File: src/logic/ssp_defs.svh
// Offsets, clock codes, divider counts and reset values of the serial port.
`ifndef SSP_DEFS_SVH
`define SSP_DEFS_SVH

`define SSP_ADR_MODE1 8'h00
`define SSP_ADR_MODE2 8'h04
`define SSP_ADR_STATUS 8'h08
`define SSP_ADR_RXDATA 8'h0c
`define SSP_ADR_TXDATA 8'h10
`define SSP_ADR_RELOAD 8'h14

`define SSP_CLK_INT0 3'h0
`define SSP_CLK_INT1 3'h1
`define SSP_CLK_INT2 3'h2
`define SSP_CLK_BRG 3'h3
`define SSP_CLK_EXT 3'h4

`define SSP_PRE_MASK0 6'h03
`define SSP_PRE_MASK1 6'h0f
`define SSP_PRE_MASK2 6'h3f

`define SSP_ASYNC_LAST 3'h7
`define SSP_ASYNC_MID 3'h3
`define SSP_SYNC_BITS 4'h8

`define SSP_MODE1_RST 8'h00
`define SSP_MODE2_RST 7'h00
`define SSP_RELOAD_RST 8'h00
`define SSP_FLAGS_RST 5'h01

`endif

File: src/logic/ssp_pkg.sv
// Types shared by the serial port: bus request, control fields, flags and state.
`default_nettype none
package ssp_pkg;

    typedef struct packed {
        logic cyc;
        logic stb;
        logic we;
        logic [7:0] adr;
        logic [3:0] sel;
        logic [31:0] dat;
    } ssp_wb_req_t;

    typedef struct packed {
        logic sync_async_select;
        logic parity_present;
        logic parity_polarity;
        logic stop_length_select;
        logic character_length;
        logic [2:0] clock_source_select;
    } ssp_mode1_t;

    typedef struct packed {
        logic receive_enable;
        logic transmit_enable;
        logic baud_generator_run;
        logic data_output_enable;
        logic clock_output_enable;
        logic receive_irq_enable;
        logic transmit_irq_enable;
    } ssp_mode2_t;

    typedef struct packed {
        logic parity_error_flag;
        logic overrun_error_flag;
        logic framing_error_flag;
        logic receive_full_flag;
        logic transmit_empty_flag;
    } ssp_flags_t;

    typedef enum logic [1:0] {
        SSP_RX_IDLE = 2'b00,
        SSP_RX_RUN = 2'b01
    } ssp_rx_state_t;

    typedef enum logic {
        SSP_TX_IDLE = 1'b0,
        SSP_TX_RUN = 1'b1
    } ssp_tx_state_t;

    typedef struct packed {
        ssp_mode1_t mode1;
        ssp_mode2_t mode2;
        logic [7:0] reload;
        logic [7:0] tx_hold;
        logic [7:0] rx_data;
        ssp_flags_t flags;
        logic ack;
        logic [7:0] rdat;
        logic rxd_m;
        logic rxd_s;
        logic rxd_p;
        logic sck_m;
        logic sck_s;
        logic sck_p;
        logic [5:0] pre;
        logic [7:0] brg;
        logic phase;
        logic sck_out;
        logic txd;
        ssp_tx_state_t tx_st;
        logic [11:0] tx_sh;
        logic [3:0] tx_left;
        logic [2:0] tx_div;
        ssp_rx_state_t rx_st;
        logic [2:0] rx_div;
        logic [3:0] rx_idx;
        logic [8:0] rx_sh;
    } ssp_state_t;

endpackage
`default_nettype wire

File: src/logic/ssp_top.sv
// Serial port core: Wishbone registers, clock selection, transmitter and receiver.
//
// Overview of operation
// - Clock output enable makes the clock pin drive the serial clock out; the code holds it high except while a synchronous character goes out.
// - Three-bit clock select picks the source; code 100 is the external clock.
// - Data output enable makes the output pin drive transmit data.
// - Mode bit: asynchronous divides serial clock by eight, synchronous uses it directly; the code takes two ticks per bit from internal clocks.
// - In asynchronous mode the parity bit is present when enabled, both directions.
// - Parity polarity sets the parity sent and the parity checked.
// - Transmit one or two stop bits; receive checks a single stop bit.
// - Writing 0 to error clear clears error flags; 1 does nothing; reads 1.
// - Clearing receive enable mid-character finishes that character first.
// - Clearing transmit enable mid-character finishes that character first.
// - Baud generator start bit runs the dedicated baud generator.
// - Receive request while enabled and receive-full or any error flag set.
// - Transmit request while enabled and transmit-empty set.
// - Detected parity, overrun, framing errors set flags; data then invalid.
// - Receive-full sets on load and clears when the data register is read.
// - Transmit-empty clears on data write and sets when the shifter takes it.
// - Low three status bits read undefined and ignore writes.
// - Serial input shifts into a shift register, then the data register.
// - Frames: low start bit, data LSB first, high stop bits, idle high.
// - On error neither load nor set full; keep receiving later start bits.
// - Reception begins at the first falling edge of the input data.
`default_nettype none
`include "ssp_defs.svh"
module ssp_top (
    input wire logic clk_i,
    input wire logic rst_i,
    input wire ssp_pkg::ssp_wb_req_t wb_req_i,
    output logic wb_ack_o,
    output logic [31:0] wb_dat_o,
    input wire logic sck_i,
    output logic sck_o,
    output logic sck_oe_n_o,
    output logic txd_o,
    output logic txd_oe_n_o,
    input wire logic rxd_i,
    output logic irq_o
);
    import ssp_pkg::*;

    ssp_state_t st_r;
    ssp_state_t st_nxt;
    logic access;
    logic wr_en;
    logic rd_en;
    logic [7:0] wr_byte;
    logic ext_rise;
    logic ext_fall;
    logic brg_tick;
    logic sclk_tick;
    logic is_sync;
    logic use_ext;
    logic samp_evt;
    logic tx_bit_end;
    logic tx_start;
    logic rx_samp;
    logic rx_done;
    logic rx_fall;
    logic [15:0] fr;
    logic [3:0] k;
    logic [8:0] al;
    logic [7:0] rword;
    logic perr;
    logic ferr;
    logic oerr;

    // Address match; used by the register writes and by the receive-data read.
    function automatic logic hit(input logic [7:0] a, input logic [7:0] off);
        return a == off;
    endfunction

    // Builds the frame bits (LSB goes out first) and the number of bit periods.
    function automatic logic [15:0] tx_frame(input logic [7:0] d, input ssp_mode1_t m);
        logic [11:0] f;
        logic [3:0] len;
        logic p;
        f = 12'hfff;
        len = m.character_length ? 4'h8 : 4'h7;
        p = ^(d & {m.character_length, 7'h7f}) ^ m.parity_polarity;
        if (m.sync_async_select) begin
            return {`SSP_SYNC_BITS, 4'hf, d};
        end
        f[0] = 1'b0;
        for (int i = 0; i < 7; i++) begin
            f[i + 1] = d[i];
        end
        if (m.character_length) begin
            f[8] = d[7];
        end
        if (m.parity_present) begin
            f[len + 4'h1] = p;
        end
        return {len + 4'(m.parity_present) + (m.stop_length_select ? 4'h3 : 4'h2), f};
    endfunction

    // Reset image of the whole state; the line and the clock pin rest high.
    function automatic ssp_state_t rst_state();
        ssp_state_t s;
        s = '0;
        s.mode1 = `SSP_MODE1_RST;
        s.mode2 = `SSP_MODE2_RST;
        s.reload = `SSP_RELOAD_RST;
        s.flags = `SSP_FLAGS_RST;
        s.rxd_m = 1'b1;
        s.rxd_s = 1'b1;
        s.rxd_p = 1'b1;
        s.sck_m = 1'b1;
        s.sck_s = 1'b1;
        s.sck_p = 1'b1;
        s.sck_out = 1'b1;
        s.txd = 1'b1;
        return s;
    endfunction

    // Bus decode: a request is taken once, and ack then blocks a second take.
    assign access = wb_req_i.cyc & wb_req_i.stb & ~st_r.ack;
    assign wr_en = access & wb_req_i.we & wb_req_i.sel[0];
    assign rd_en = access & ~wb_req_i.we;
    assign wr_byte = wb_req_i.dat[7:0];

    // Edges are taken from the second and third stages, never the first.
    assign ext_rise = st_r.sck_s & ~st_r.sck_p;
    assign ext_fall = ~st_r.sck_s & st_r.sck_p;
    assign rx_fall = st_r.rxd_p & ~st_r.rxd_s;
    assign brg_tick = st_r.mode2.baud_generator_run && st_r.brg == 8'h00;
    assign is_sync = st_r.mode1.sync_async_select;
    assign use_ext = st_r.mode1.clock_source_select == `SSP_CLK_EXT;

    // Serial clock source selection; unassigned codes give no clock at all.
    always_comb begin
        case (st_r.mode1.clock_source_select)
            `SSP_CLK_INT0: sclk_tick = (st_r.pre & `SSP_PRE_MASK0) == `SSP_PRE_MASK0;
            `SSP_CLK_INT1: sclk_tick = (st_r.pre & `SSP_PRE_MASK1) == `SSP_PRE_MASK1;
            `SSP_CLK_INT2: sclk_tick = (st_r.pre & `SSP_PRE_MASK2) == `SSP_PRE_MASK2;
            `SSP_CLK_BRG: sclk_tick = brg_tick;
            `SSP_CLK_EXT: sclk_tick = ext_rise;
            default: sclk_tick = 1'b0;
        endcase
    end

    // In synchronous mode data is sampled on the rising clock and moved after it.
    assign samp_evt = use_ext ? ext_rise : (sclk_tick & st_r.phase);
    assign tx_bit_end = is_sync ? samp_evt
                                : (sclk_tick && st_r.tx_div == `SSP_ASYNC_LAST);
    assign tx_start = st_r.tx_st == SSP_TX_IDLE && st_r.mode2.transmit_enable
                      && !st_r.flags.transmit_empty_flag
                      && !(wr_en && hit(wb_req_i.adr, `SSP_ADR_TXDATA));
    assign rx_samp = sclk_tick && st_r.rx_div == `SSP_ASYNC_MID;
    assign fr = tx_frame(st_r.tx_hold, st_r.mode1);

    // Receive completion: bits after start, alignment of the shift register, errors.
    always_comb begin
        k = (st_r.mode1.character_length ? 4'h8 : 4'h7) + 4'(st_r.mode1.parity_present);
        al = st_r.rx_sh >> (4'h9 - k);
        rx_done = 1'b0;
        rword = al[7:0] & {st_r.mode1.character_length, 7'h7f};
        perr = 1'b0;
        ferr = 1'b0;
        oerr = st_r.flags.receive_full_flag;
        if (is_sync) begin
            rword = {st_r.rxd_s, st_r.rx_sh[8:2]};
            rx_done = samp_evt && st_r.rx_idx == `SSP_SYNC_BITS - 4'h1
                      && (st_r.mode2.receive_enable || st_r.rx_idx != 4'h0);
        end else if (st_r.rx_st == SSP_RX_RUN && rx_samp && st_r.rx_idx == k + 4'h1) begin
            rx_done = 1'b1;
            ferr = ~st_r.rxd_s;
            perr = st_r.mode1.parity_present
                   && ((^rword ^ al[k - 4'h1]) != st_r.mode1.parity_polarity);
        end
    end

    // Next-state logic; software clears are applied first so hardware sets win.
    always_comb begin
        st_nxt = st_r;
        st_nxt.rxd_m = rxd_i;
        st_nxt.rxd_s = st_r.rxd_m;
        st_nxt.rxd_p = st_r.rxd_s;
        st_nxt.sck_m = sck_i;
        st_nxt.sck_s = st_r.sck_m;
        st_nxt.sck_p = st_r.sck_s;
        st_nxt.pre = st_r.pre + 6'h01;
        st_nxt.ack = access;
        // The generator reloads while stopped so it starts a full period.
        if (!st_r.mode2.baud_generator_run || brg_tick) begin
            st_nxt.brg = st_r.reload;
        end else begin
            st_nxt.brg = st_r.brg - 8'h01;
        end
        // Register writes; only the low byte lane carries data.
        if (wr_en) begin
            if (hit(wb_req_i.adr, `SSP_ADR_MODE1)) begin
                st_nxt.mode1 = wr_byte;
            end
            if (hit(wb_req_i.adr, `SSP_ADR_MODE2)) begin
                st_nxt.mode2 = wr_byte[6:0];
                if (!wr_byte[7]) begin
                    st_nxt.flags.parity_error_flag = 1'b0;
                    st_nxt.flags.overrun_error_flag = 1'b0;
                    st_nxt.flags.framing_error_flag = 1'b0;
                end
            end
            if (hit(wb_req_i.adr, `SSP_ADR_TXDATA)) begin
                st_nxt.tx_hold = wr_byte;
                st_nxt.flags.transmit_empty_flag = 1'b0;
            end
            if (hit(wb_req_i.adr, `SSP_ADR_RELOAD)) begin
                st_nxt.reload = wr_byte;
            end
        end
        // Register reads; the data byte is captured with the ack.
        if (rd_en) begin
            case (wb_req_i.adr)
                `SSP_ADR_MODE1: st_nxt.rdat = st_r.mode1;
                `SSP_ADR_MODE2: st_nxt.rdat = {1'b1, st_r.mode2};
                `SSP_ADR_STATUS: st_nxt.rdat = {st_r.flags, 3'h0};
                `SSP_ADR_RXDATA: st_nxt.rdat = st_r.rx_data;
                `SSP_ADR_TXDATA: st_nxt.rdat = st_r.tx_hold;
                `SSP_ADR_RELOAD: st_nxt.rdat = st_r.reload;
                default: st_nxt.rdat = 8'h00;
            endcase
            if (hit(wb_req_i.adr, `SSP_ADR_RXDATA)) begin
                st_nxt.flags.receive_full_flag = 1'b0;
            end
        end
        // Transmitter: enable is sampled only between characters.
        case (st_r.tx_st)
            SSP_TX_IDLE: begin
                st_nxt.phase = 1'b0;
                if (tx_start) begin
                    st_nxt.tx_sh = fr[11:0];
                    st_nxt.tx_left = fr[15:12];
                    st_nxt.tx_div = 3'h0;
                    st_nxt.tx_st = SSP_TX_RUN;
                    st_nxt.flags.transmit_empty_flag = 1'b1;
                end
            end
            SSP_TX_RUN: begin
                if (sclk_tick) begin
                    st_nxt.tx_div = st_r.tx_div + 3'h1;
                    st_nxt.phase = ~st_r.phase;
                end
                if (tx_bit_end) begin
                    st_nxt.tx_sh = {1'b1, st_r.tx_sh[11:1]};
                    st_nxt.tx_left = st_r.tx_left - 4'h1;
                    if (st_r.tx_left == 4'h1) begin
                        st_nxt.tx_st = SSP_TX_IDLE;
                    end
                end
            end
            default: st_nxt.tx_st = SSP_TX_IDLE;
        endcase
        st_nxt.txd = (st_nxt.tx_st == SSP_TX_RUN) ? st_nxt.tx_sh[0] : 1'b1;
        // The clock pin idles high and pulses low while a synchronous character goes out.
        st_nxt.sck_out = !(is_sync && st_nxt.tx_st == SSP_TX_RUN) || !st_nxt.phase;
        // Receiver.
        if (is_sync) begin
            st_nxt.rx_st = SSP_RX_IDLE;
            if (samp_evt && (st_r.mode2.receive_enable || st_r.rx_idx != 4'h0)) begin
                st_nxt.rx_sh = {st_r.rxd_s, st_r.rx_sh[8:1]};
                st_nxt.rx_idx = rx_done ? 4'h0 : st_r.rx_idx + 4'h1;
            end
        end else begin
            case (st_r.rx_st)
                SSP_RX_IDLE: begin
                    if (st_r.mode2.receive_enable && rx_fall) begin
                        st_nxt.rx_st = SSP_RX_RUN;
                        st_nxt.rx_div = 3'h0;
                        st_nxt.rx_idx = 4'h0;
                    end
                end
                SSP_RX_RUN: begin
                    if (sclk_tick) begin
                        st_nxt.rx_div = st_r.rx_div + 3'h1;
                    end
                    if (rx_samp) begin
                        st_nxt.rx_idx = st_r.rx_idx + 4'h1;
                        if (st_r.rx_idx == 4'h0 && st_r.rxd_s) begin
                            st_nxt.rx_st = SSP_RX_IDLE;
                        end else if (st_r.rx_idx != 4'h0 && !rx_done) begin
                            st_nxt.rx_sh = {st_r.rxd_s, st_r.rx_sh[8:1]};
                        end
                        if (rx_done) begin
                            st_nxt.rx_st = SSP_RX_IDLE;
                        end
                    end
                end
                default: st_nxt.rx_st = SSP_RX_IDLE;
            endcase
            // An idle receiver keeps no bit count, so a later mode change starts clean.
            if (st_nxt.rx_st == SSP_RX_IDLE) begin
                st_nxt.rx_idx = 4'h0;
            end
        end
        // Completion: errors block the load and leave the old data in place.
        if (rx_done) begin
            if (perr || ferr || oerr) begin
                // Built on the next value, so a clear in this cycle still wipes the others.
                st_nxt.flags.parity_error_flag |= perr;
                st_nxt.flags.overrun_error_flag |= oerr;
                st_nxt.flags.framing_error_flag |= ferr;
            end else begin
                st_nxt.rx_data = rword;
                st_nxt.flags.receive_full_flag = 1'b1;
            end
        end
    end

    // The single state register; reset is synchronous.
    always_ff @(posedge clk_i) begin
        if (rst_i) begin
            st_r <= rst_state();
        end else begin
            st_r <= st_nxt;
        end
    end

    // Outputs; pin directions follow the enables and ignore the port direction.
    assign wb_ack_o = st_r.ack;
    assign wb_dat_o = {24'h000000, st_r.rdat};
    assign sck_o = st_r.sck_out;
    assign sck_oe_n_o = ~st_r.mode2.clock_output_enable;
    assign txd_o = st_r.txd;
    assign txd_oe_n_o = ~st_r.mode2.data_output_enable;
    assign irq_o = (st_r.mode2.receive_irq_enable && (st_r.flags.receive_full_flag
                   || st_r.flags.parity_error_flag || st_r.flags.overrun_error_flag
                   || st_r.flags.framing_error_flag))
                   || (st_r.mode2.transmit_irq_enable && st_r.flags.transmit_empty_flag);
endmodule
`default_nettype wire
File: config.mk
export PLATFORM = sky130hd
export DESIGN_NAME = ssp_top
export DESIGN_NICKNAME = d
export VERILOG_FILES = /design/src/logic/ssp_pkg.sv /design/src/logic/ssp_top.sv
export VERILOG_INCLUDE_DIRS = /design/src /design/src/logic
export SDC_FILE = /design/constraint.sdc
export NUM_CORES = 1
export LEC_CHECK = 0
export ABC_AREA = 1
export BUFFER_PORTS_ARGS = -buffer_cell sky130_fd_sc_hd__buf_2
export CAP_MARGIN = 10
export CORE_MARGIN = 4
export CORE_UTILIZATION = 25
export CTS_CLUSTER_SIZE = 30
export DETAILED_ROUTE_END_ITERATION = 7
export GPL_TIMING_DRIVEN = 0
export PLACE_DENSITY = 0.52
export REMOVE_ABC_BUFFERS = 1
export SYNTH_ARGS = -nofsm -noshare
export SYNTH_HDL_FRONTEND = slang
export SYNTH_SLANG_ARGS = --single-unit
File: constraint.sdc
create_clock -name clk_i -period 6.3 [get_ports clk_i]
set_clock_uncertainty 0.05 [all_clocks]
set_input_delay 0.945 -clock clk_i [delete_from_list [all_inputs] [get_ports clk_i]]
set_output_delay 0.945 -clock clk_i [all_outputs]
set_load 0.1 [all_outputs]
== Yosys cells after proc, flatten, opt, wreduce, memory -nomap -nowiden ==
Cells that the tools add are included.
Operators by class
  shift-type cells: 1
  reduce and logical (&&, ||, !) cells: 61
  bitwise gates (word level): 26
  multiplexer cells: 60
  add/subtract/negate cells: 12
  equal/unequal tests: 28
  order comparisons: 3
Operators with widths (number)
  8-bit case mux with 6 select lines: 1
  20-bit case mux with 2 select lines: 1
  13-bit 2-to-1 mux: 3
  9-bit 2-to-1 mux: 4
  16-bit 2-to-1 mux: 2
  1-bit 2-to-1 mux: 23
  1-bit logical AND: 20
  20-bit 2-to-1 mux: 1
  3-bit 2-to-1 mux: 6
  17-bit 2-to-1 mux: 1
  8-bit AND: 2
  8-bit by 4-bit equality test with 1-bit output (second input constant): 2
  8-bit by 5-bit equality test with 1-bit output (second input constant): 2
  8-bit logical NOT: 2
  4-bit 2-to-1 mux: 4
  8-bit 2-to-1 mux: 2
  8-bit parity: 2
  7-bit case mux with 2 select lines: 1
  2-bit AND reduction: 7
  4-bit by 1-bit adder with 4-bit output (second input constant): 3
  12-bit bitwise mux: 1
  12-bit 2-to-1 mux: 1
  1-bit NOT: 11
  4-bit by 5-bit < comparator with 1-bit output (second input constant): 2
  44 further kinds: 87
Storage, ports and cells
  output and inout port bits: 38
  bits of input ports: 51
  register bits: 114

== Logic depth before layout (Yosys ltp) ==
  depth in word-level cells: 16
  mapped depth: 23
  mapped depth without buffers: 20

== Least setup slack after synthesis ==
OpenSTA, ideal clock, no wires.
  kind: flip-flop to output port
  start point: register st_r, in the netlist oerr
  end point: output port irq_o
  arrival time: 2.536 ns
  stages on the path, launching flop included: 3
  slack: 2.769 ns
  required time: 5.305 ns
  cells stage by stage: dfxtp_1 > nor4_1 > o21ai_0
Between the ends
  cells in the longest elaborated chain, start to end: 5
RTL lines
  from (decl): RTL line ssp_top.sv:43  | ssp_state_t st_r;
  from (signal assigned): RTL line ssp_top.sv:313  | st_r <= rst_state();
  from (signal assigned): RTL line ssp_top.sv:315  | st_r <= st_nxt;
  1-bit logical OR (2 in a row): RTL line ssp_top.sv:327  | || st_r.flags.parity_error_flag || st_r.flags.overrun_error_flag
  1-bit logical OR: RTL line ssp_top.sv:328  | || st_r.flags.framing_error_flag))
  1-bit logical AND: RTL line ssp_top.sv:326  | assign irq_o = (st_r.mode2.receive_irq_enable && (st_r.flags.receive_full_flag
  1-bit logical OR: RTL line ssp_top.sv:329  | || (st_r.mode2.transmit_irq_enable && st_r.flags.transmit_empty_flag);
  to (decl): RTL line ssp_top.sv:39  | output logic irq_o
No other way between the ends.

== Final worst setup path ==
  start point: register st_r[109] (netlist name)
  end point: register st_r[75] (netlist name)
Between the ends
  cells in the longest elaborated chain, start to end: 15
RTL lines
  4-bit 2-to-1 mux: RTL line ssp_top.sv:155  | k = (st_r.mode1.character_length ? 4'h8 : 4'h7) + 4'(st_r.mode1.parity_present);
  4-bit by 1-bit adder with 4-bit output: RTL line ssp_top.sv:155
  4-bit subtractor: RTL line ssp_top.sv:156  | al = st_r.rx_sh >> (4'h9 - k);
  9-bit by 4-bit >> shifter with 9-bit output: RTL line ssp_top.sv:156
  1-bit binary-select mux with 4-bit select or 8-bit AND (tied branches): RTL line ssp_top.sv:170, ssp_top.sv:158
  1-bit 2-to-1 mux (implied by the code) or 8-bit parity (tied branches): RTL line ssp_top.sv:170  | && ((^rword ^ al[k - 4'h1]) != st_r.mode1.parity_polarity);
  1-bit XOR: RTL line ssp_top.sv:170
  1-bit inequality test: RTL line ssp_top.sv:170
  1-bit logical AND: RTL line ssp_top.sv:170
  1-bit 2-to-1 mux: RTL line ssp_top.sv:166  | end else if (st_r.rx_st == SSP_RX_RUN && rx_samp && st_r.rx_idx == k + 4'h1) begin
  1-bit 2-to-1 mux: RTL line ssp_top.sv:162  | if (is_sync) begin
  1-bit logical OR (2 in a row): RTL line ssp_top.sv:298  | if (perr || ferr || oerr) begin
  1-bit NOT (no line)
  2-bit AND reduction (no line)
Parallel ways exist; a longest one is shown, timed or not. The select of a mux whose other input is x is not followed.
A chain may end at the register's enable or synchronous reset.

==> metrics <==
starting density of the core=25.4%; R2R Path End=st_r[75]; crit start category=flip-flop; most used cell, CP=nand2_1; Final Routed Wirelength=15.6 mm; worst path bufs/invs=3; CTS tree=built; endpoint class of the critical path=flip-flop; placed instance area=6640 µm²; Syn Std Cell Area=6370 µm²; outcome=complete, no violations; Crit path max-delay family=simple AND/OR/NAND/NOR gates; post-DP HPWL=11.7 mm; Worst R2R Start=st_r[109]; Post-CTS Setup Bufs=0; count of different cell masters after synthesis=43; Max FO, Critical Path=17; Die Ht=168 µm; IO buf count=37; ANT cells=0; maximum vdd drop=0.200 mV; final setup TNS=0 ns; die area=28,100 µm²; CTS Root Cell=clkbuf_16; CP Cell Sequence=inv_1 -> ha_1 -> inv_2 -> nand2_1 -> nand3_1 -> inv_1 -> nor2_4 -> nand2_1 -> nand2_1 -> nand2_1 -> nand2_1 -> nand2_1 -> nand3_1 -> nand3_1 -> nand3_2 -> nand2_4 -> nand2_1 -> nand2_1 -> nor2_1; CTS buffer count=17; DRC=0; Clk Latency, worst-skew pair=0.42 ns; Hold Path Class=reg -> reg; R2R setup slack=2.70 ns; via density per instance=4.40; Least-Margin Pin Slew=0.907 ns; I/O pins=89; Post-synth EDFFs=0; worst path arrival time=3.85 ns; layout cell share with drive strength beyond 1=14.1%; Max Transition Viols Final=0; GR Overflow Total=0; Core ar.=25,100 µm²; RSZ-0062 raised after global routing=no; Die X=168 µm; maximum root-to-sink buffer count=2; largest area contributor in the netlist=dfxtp_1; number of gates resized after CTS=0; vias in the first global route=5,198; initial antenna violation count=0; Slew headroom=38.9%; count leader, synth=nand2_1; via count=5,538; Synth warnings=0; asr flop ratio synth=0%; Mapped Cells=898; Post-CTS Hold Buffers=0; Final Setup Violations=0; fillcell total=2,769; fmax=0.278 GHz; GR Util All Layers=11.3%; Yosys top cell area share=35.8%; worst min-delay path startpoint=st_nxt[59]; Seq/Total Area, Yosys=35.8%; FP Rows=58; critical path startpoint=st_r[109]; Antenna Nets Post-Route=0; leakage power=2.95 nW; top post-synthesis cells by area=dfxtp_1 (36%), nand2_1 (12%), o21ai_0 (6.2%); Final nets=985; DR WL/cell=12.4 µm; Hold Path Cell Cnt=1; Reg2Reg Depth=19; slowest stage delay, CP=0.69 ns; Final Cycle Share=57.1%; synth cell count leaders=nand2_1 (201), dfxtp_1 (114), inv_1 (93), o21ai_0 (79), a21oi_1 (70); syn_area_per_cell=7.09 µm²; clock sinks=114; Initial DRC Count=322; fin area=7240 µm²; ys flop type=dfxtp_1; Hold EP=st_nxt[58]; max_cap viols=0; Crit-path slowest cell=ha_1; WP data required=6.55 ns; pin count of the biggest net entering global routing=51; TritonRoute pass-1 iters=5; Power Dens Cells=249 nW/µm²; GP Congestion=0.840; H-Tree Depth=4; global-route wire length before repair=26.1 mm; Hold Fails Final Rpt=0; Total Power=1.80 mW; worst setup path class=reg -> reg; clock slew at reported path FFs=0.05 ns; area added between synthesis and finish=13.6%; crit path time final=3.60 ns; register bit total from synthesis=114
## kinds of logic (layout without fill, tap and decap cells)
kind of cell,count (synthesis),count (layout),share of synthesized area (%)
other,1,25,0.0589
and+or+nand+nor,393,393,28.5
xor gates and xnor gates,17,17,2.34
adders and majority gates,18,18,3.54
AOI/OAI and AO/OA,194,194,17.1
buffers and inverters,161,167,12.6
DFF,114,114,35.8
## cells in the final DEF (no fill, tap or decap), types with 2 or more instances in the layout
master / synthesis / final
o21ai_0: 79 / 79
clkbuf_8: 0 / 2
o32ai_1: 3 / 3
ha_1: 18 / 18
xnor2_1: 9 / 9
conb_1: 1 / 25
inv_2: 2 / 3
nand2_2: 18 / 18
nor4_1: 2 / 2
nor3_1: 12 / 12
nand4_2: 2 / 2
o2111ai_1: 2 / 2
o221ai_1: 4 / 4
nor2_2: 11 / 11
nand2_4: 8 / 8
dfxtp_1: 114 / 114
nand3_1: 43 / 43
nand3_2: 9 / 9
clkbuf_1: 20 / 2
nor2_4: 2 / 2
nor2_1: 69 / 69
nand4_1: 6 / 6
clkinv_2: 0 / 4
nor3_2: 2 / 2
xor2_1: 8 / 8
inv_1: 93 / 92
bufinv_16: 0 / 3
clkbuf_16: 0 / 17
a21oi_1: 70 / 70
or2_2: 6 / 6
a21oi_4: 2 / 2
nand2_1: 201 / 201
buf_2: 1 / 37
a31oi_1: 12 / 12
o22ai_1: 10 / 10
o31ai_1: 2 / 2
clkinvlp_4: 0 / 2
clkinv_1: 2 / 2
o211ai_1: 8 / 8
## per-layer routing
layer | GRT usage [%] | vias up | wire [µm]
li1 | - | 2930 | -
met3 | 2.67 | 13 | 608
met5 | 0 | - | 0
met4 | 3.71 | 0 | 267
met2 | 18.4 | 102 | 7120
met1 | 14.8 | 2493 | 7640
## worst reg2reg max path: stages, from the launching register on
cell,delay (ns)
dfxtp_1,0.59
inv_1,0.29
ha_1,0.69
inv_2,0.31
nand2_1,0.19
nand3_1,0.16
inv_1,0.14
nor2_4,0.04
nand2_1,0.05
nand2_1,0.06
nand2_1,0.07
nand2_1,0.06
nand2_1,0.07
nand3_1,0.10
nand3_1,0.09
nand3_2,0.11
nand2_4,0.22
nand2_1,0.10
nand2_1,0.06
nor2_1,0.03
## power breakdown
part           internal [mW]  leakage (nW)  switching, mW
combinational         0.0143          1.74         0.0936
sequential             0.726         0.920        0.00221
clock                  0.637         0.289          0.331
total                   1.38          2.95          0.427
## how the worst max path moves through the flow
stage | endpoint | slack [ns] | cells past startpoint
6_report | st_r[75] | 2.70 | 19
2_1_floorplan | irq_o | 2.77 | 2
3_5_place_dp | st_r[78] | 2.69 | 19
5_1_grt | st_r[75] | 2.25 | 19
3_3_place_gp | st_r[82] | 2.67 | 19
4_1_cts | st_r[78] | 2.66 | 19
## stage by stage
stage	worst slack (ns)	hold slack, ns	std cells	util (%)
2_1_floorplan	2.77	0.339	859	-
3_3_place_gp	2.67	0.345	1226	26.4
3_5_place_dp	2.69	0.347	1227	26.5
4_1_cts	2.66	0.360	1258	28.8
5_1_grt	2.25	0.381	1258	28.8
6_report	2.70	0.356	1258	28.8
## sequential cells by signal (all words and copies together) (netlist names)
register  count
wb_ack_o      1
sck_o         1
txd_o         1
wb_dat_o      8
st_nxt        4
st_r         97
oerr          1
is_sync       1
## final cells by class
| class | instances | area, µm² | area share (%) |
|---|---|---|---|
| Clock buffer | 21 | 460 | 6.36 |
| Clock inverter | 10 | 134 | 1.85 |
| Inverter | 98 | 370 | 5.12 |
| Multi-Input combinational cell | 647 | 3370 | 46.6 |
| Sequential cell | 114 | 2280 | 31.5 |
| Tap cell | 330 | 413 | 5.70 |
| Timing Repair Buffer | 38 | 205 | 2.83 |
No activity file was read; power rests on OpenSTA's default activity.
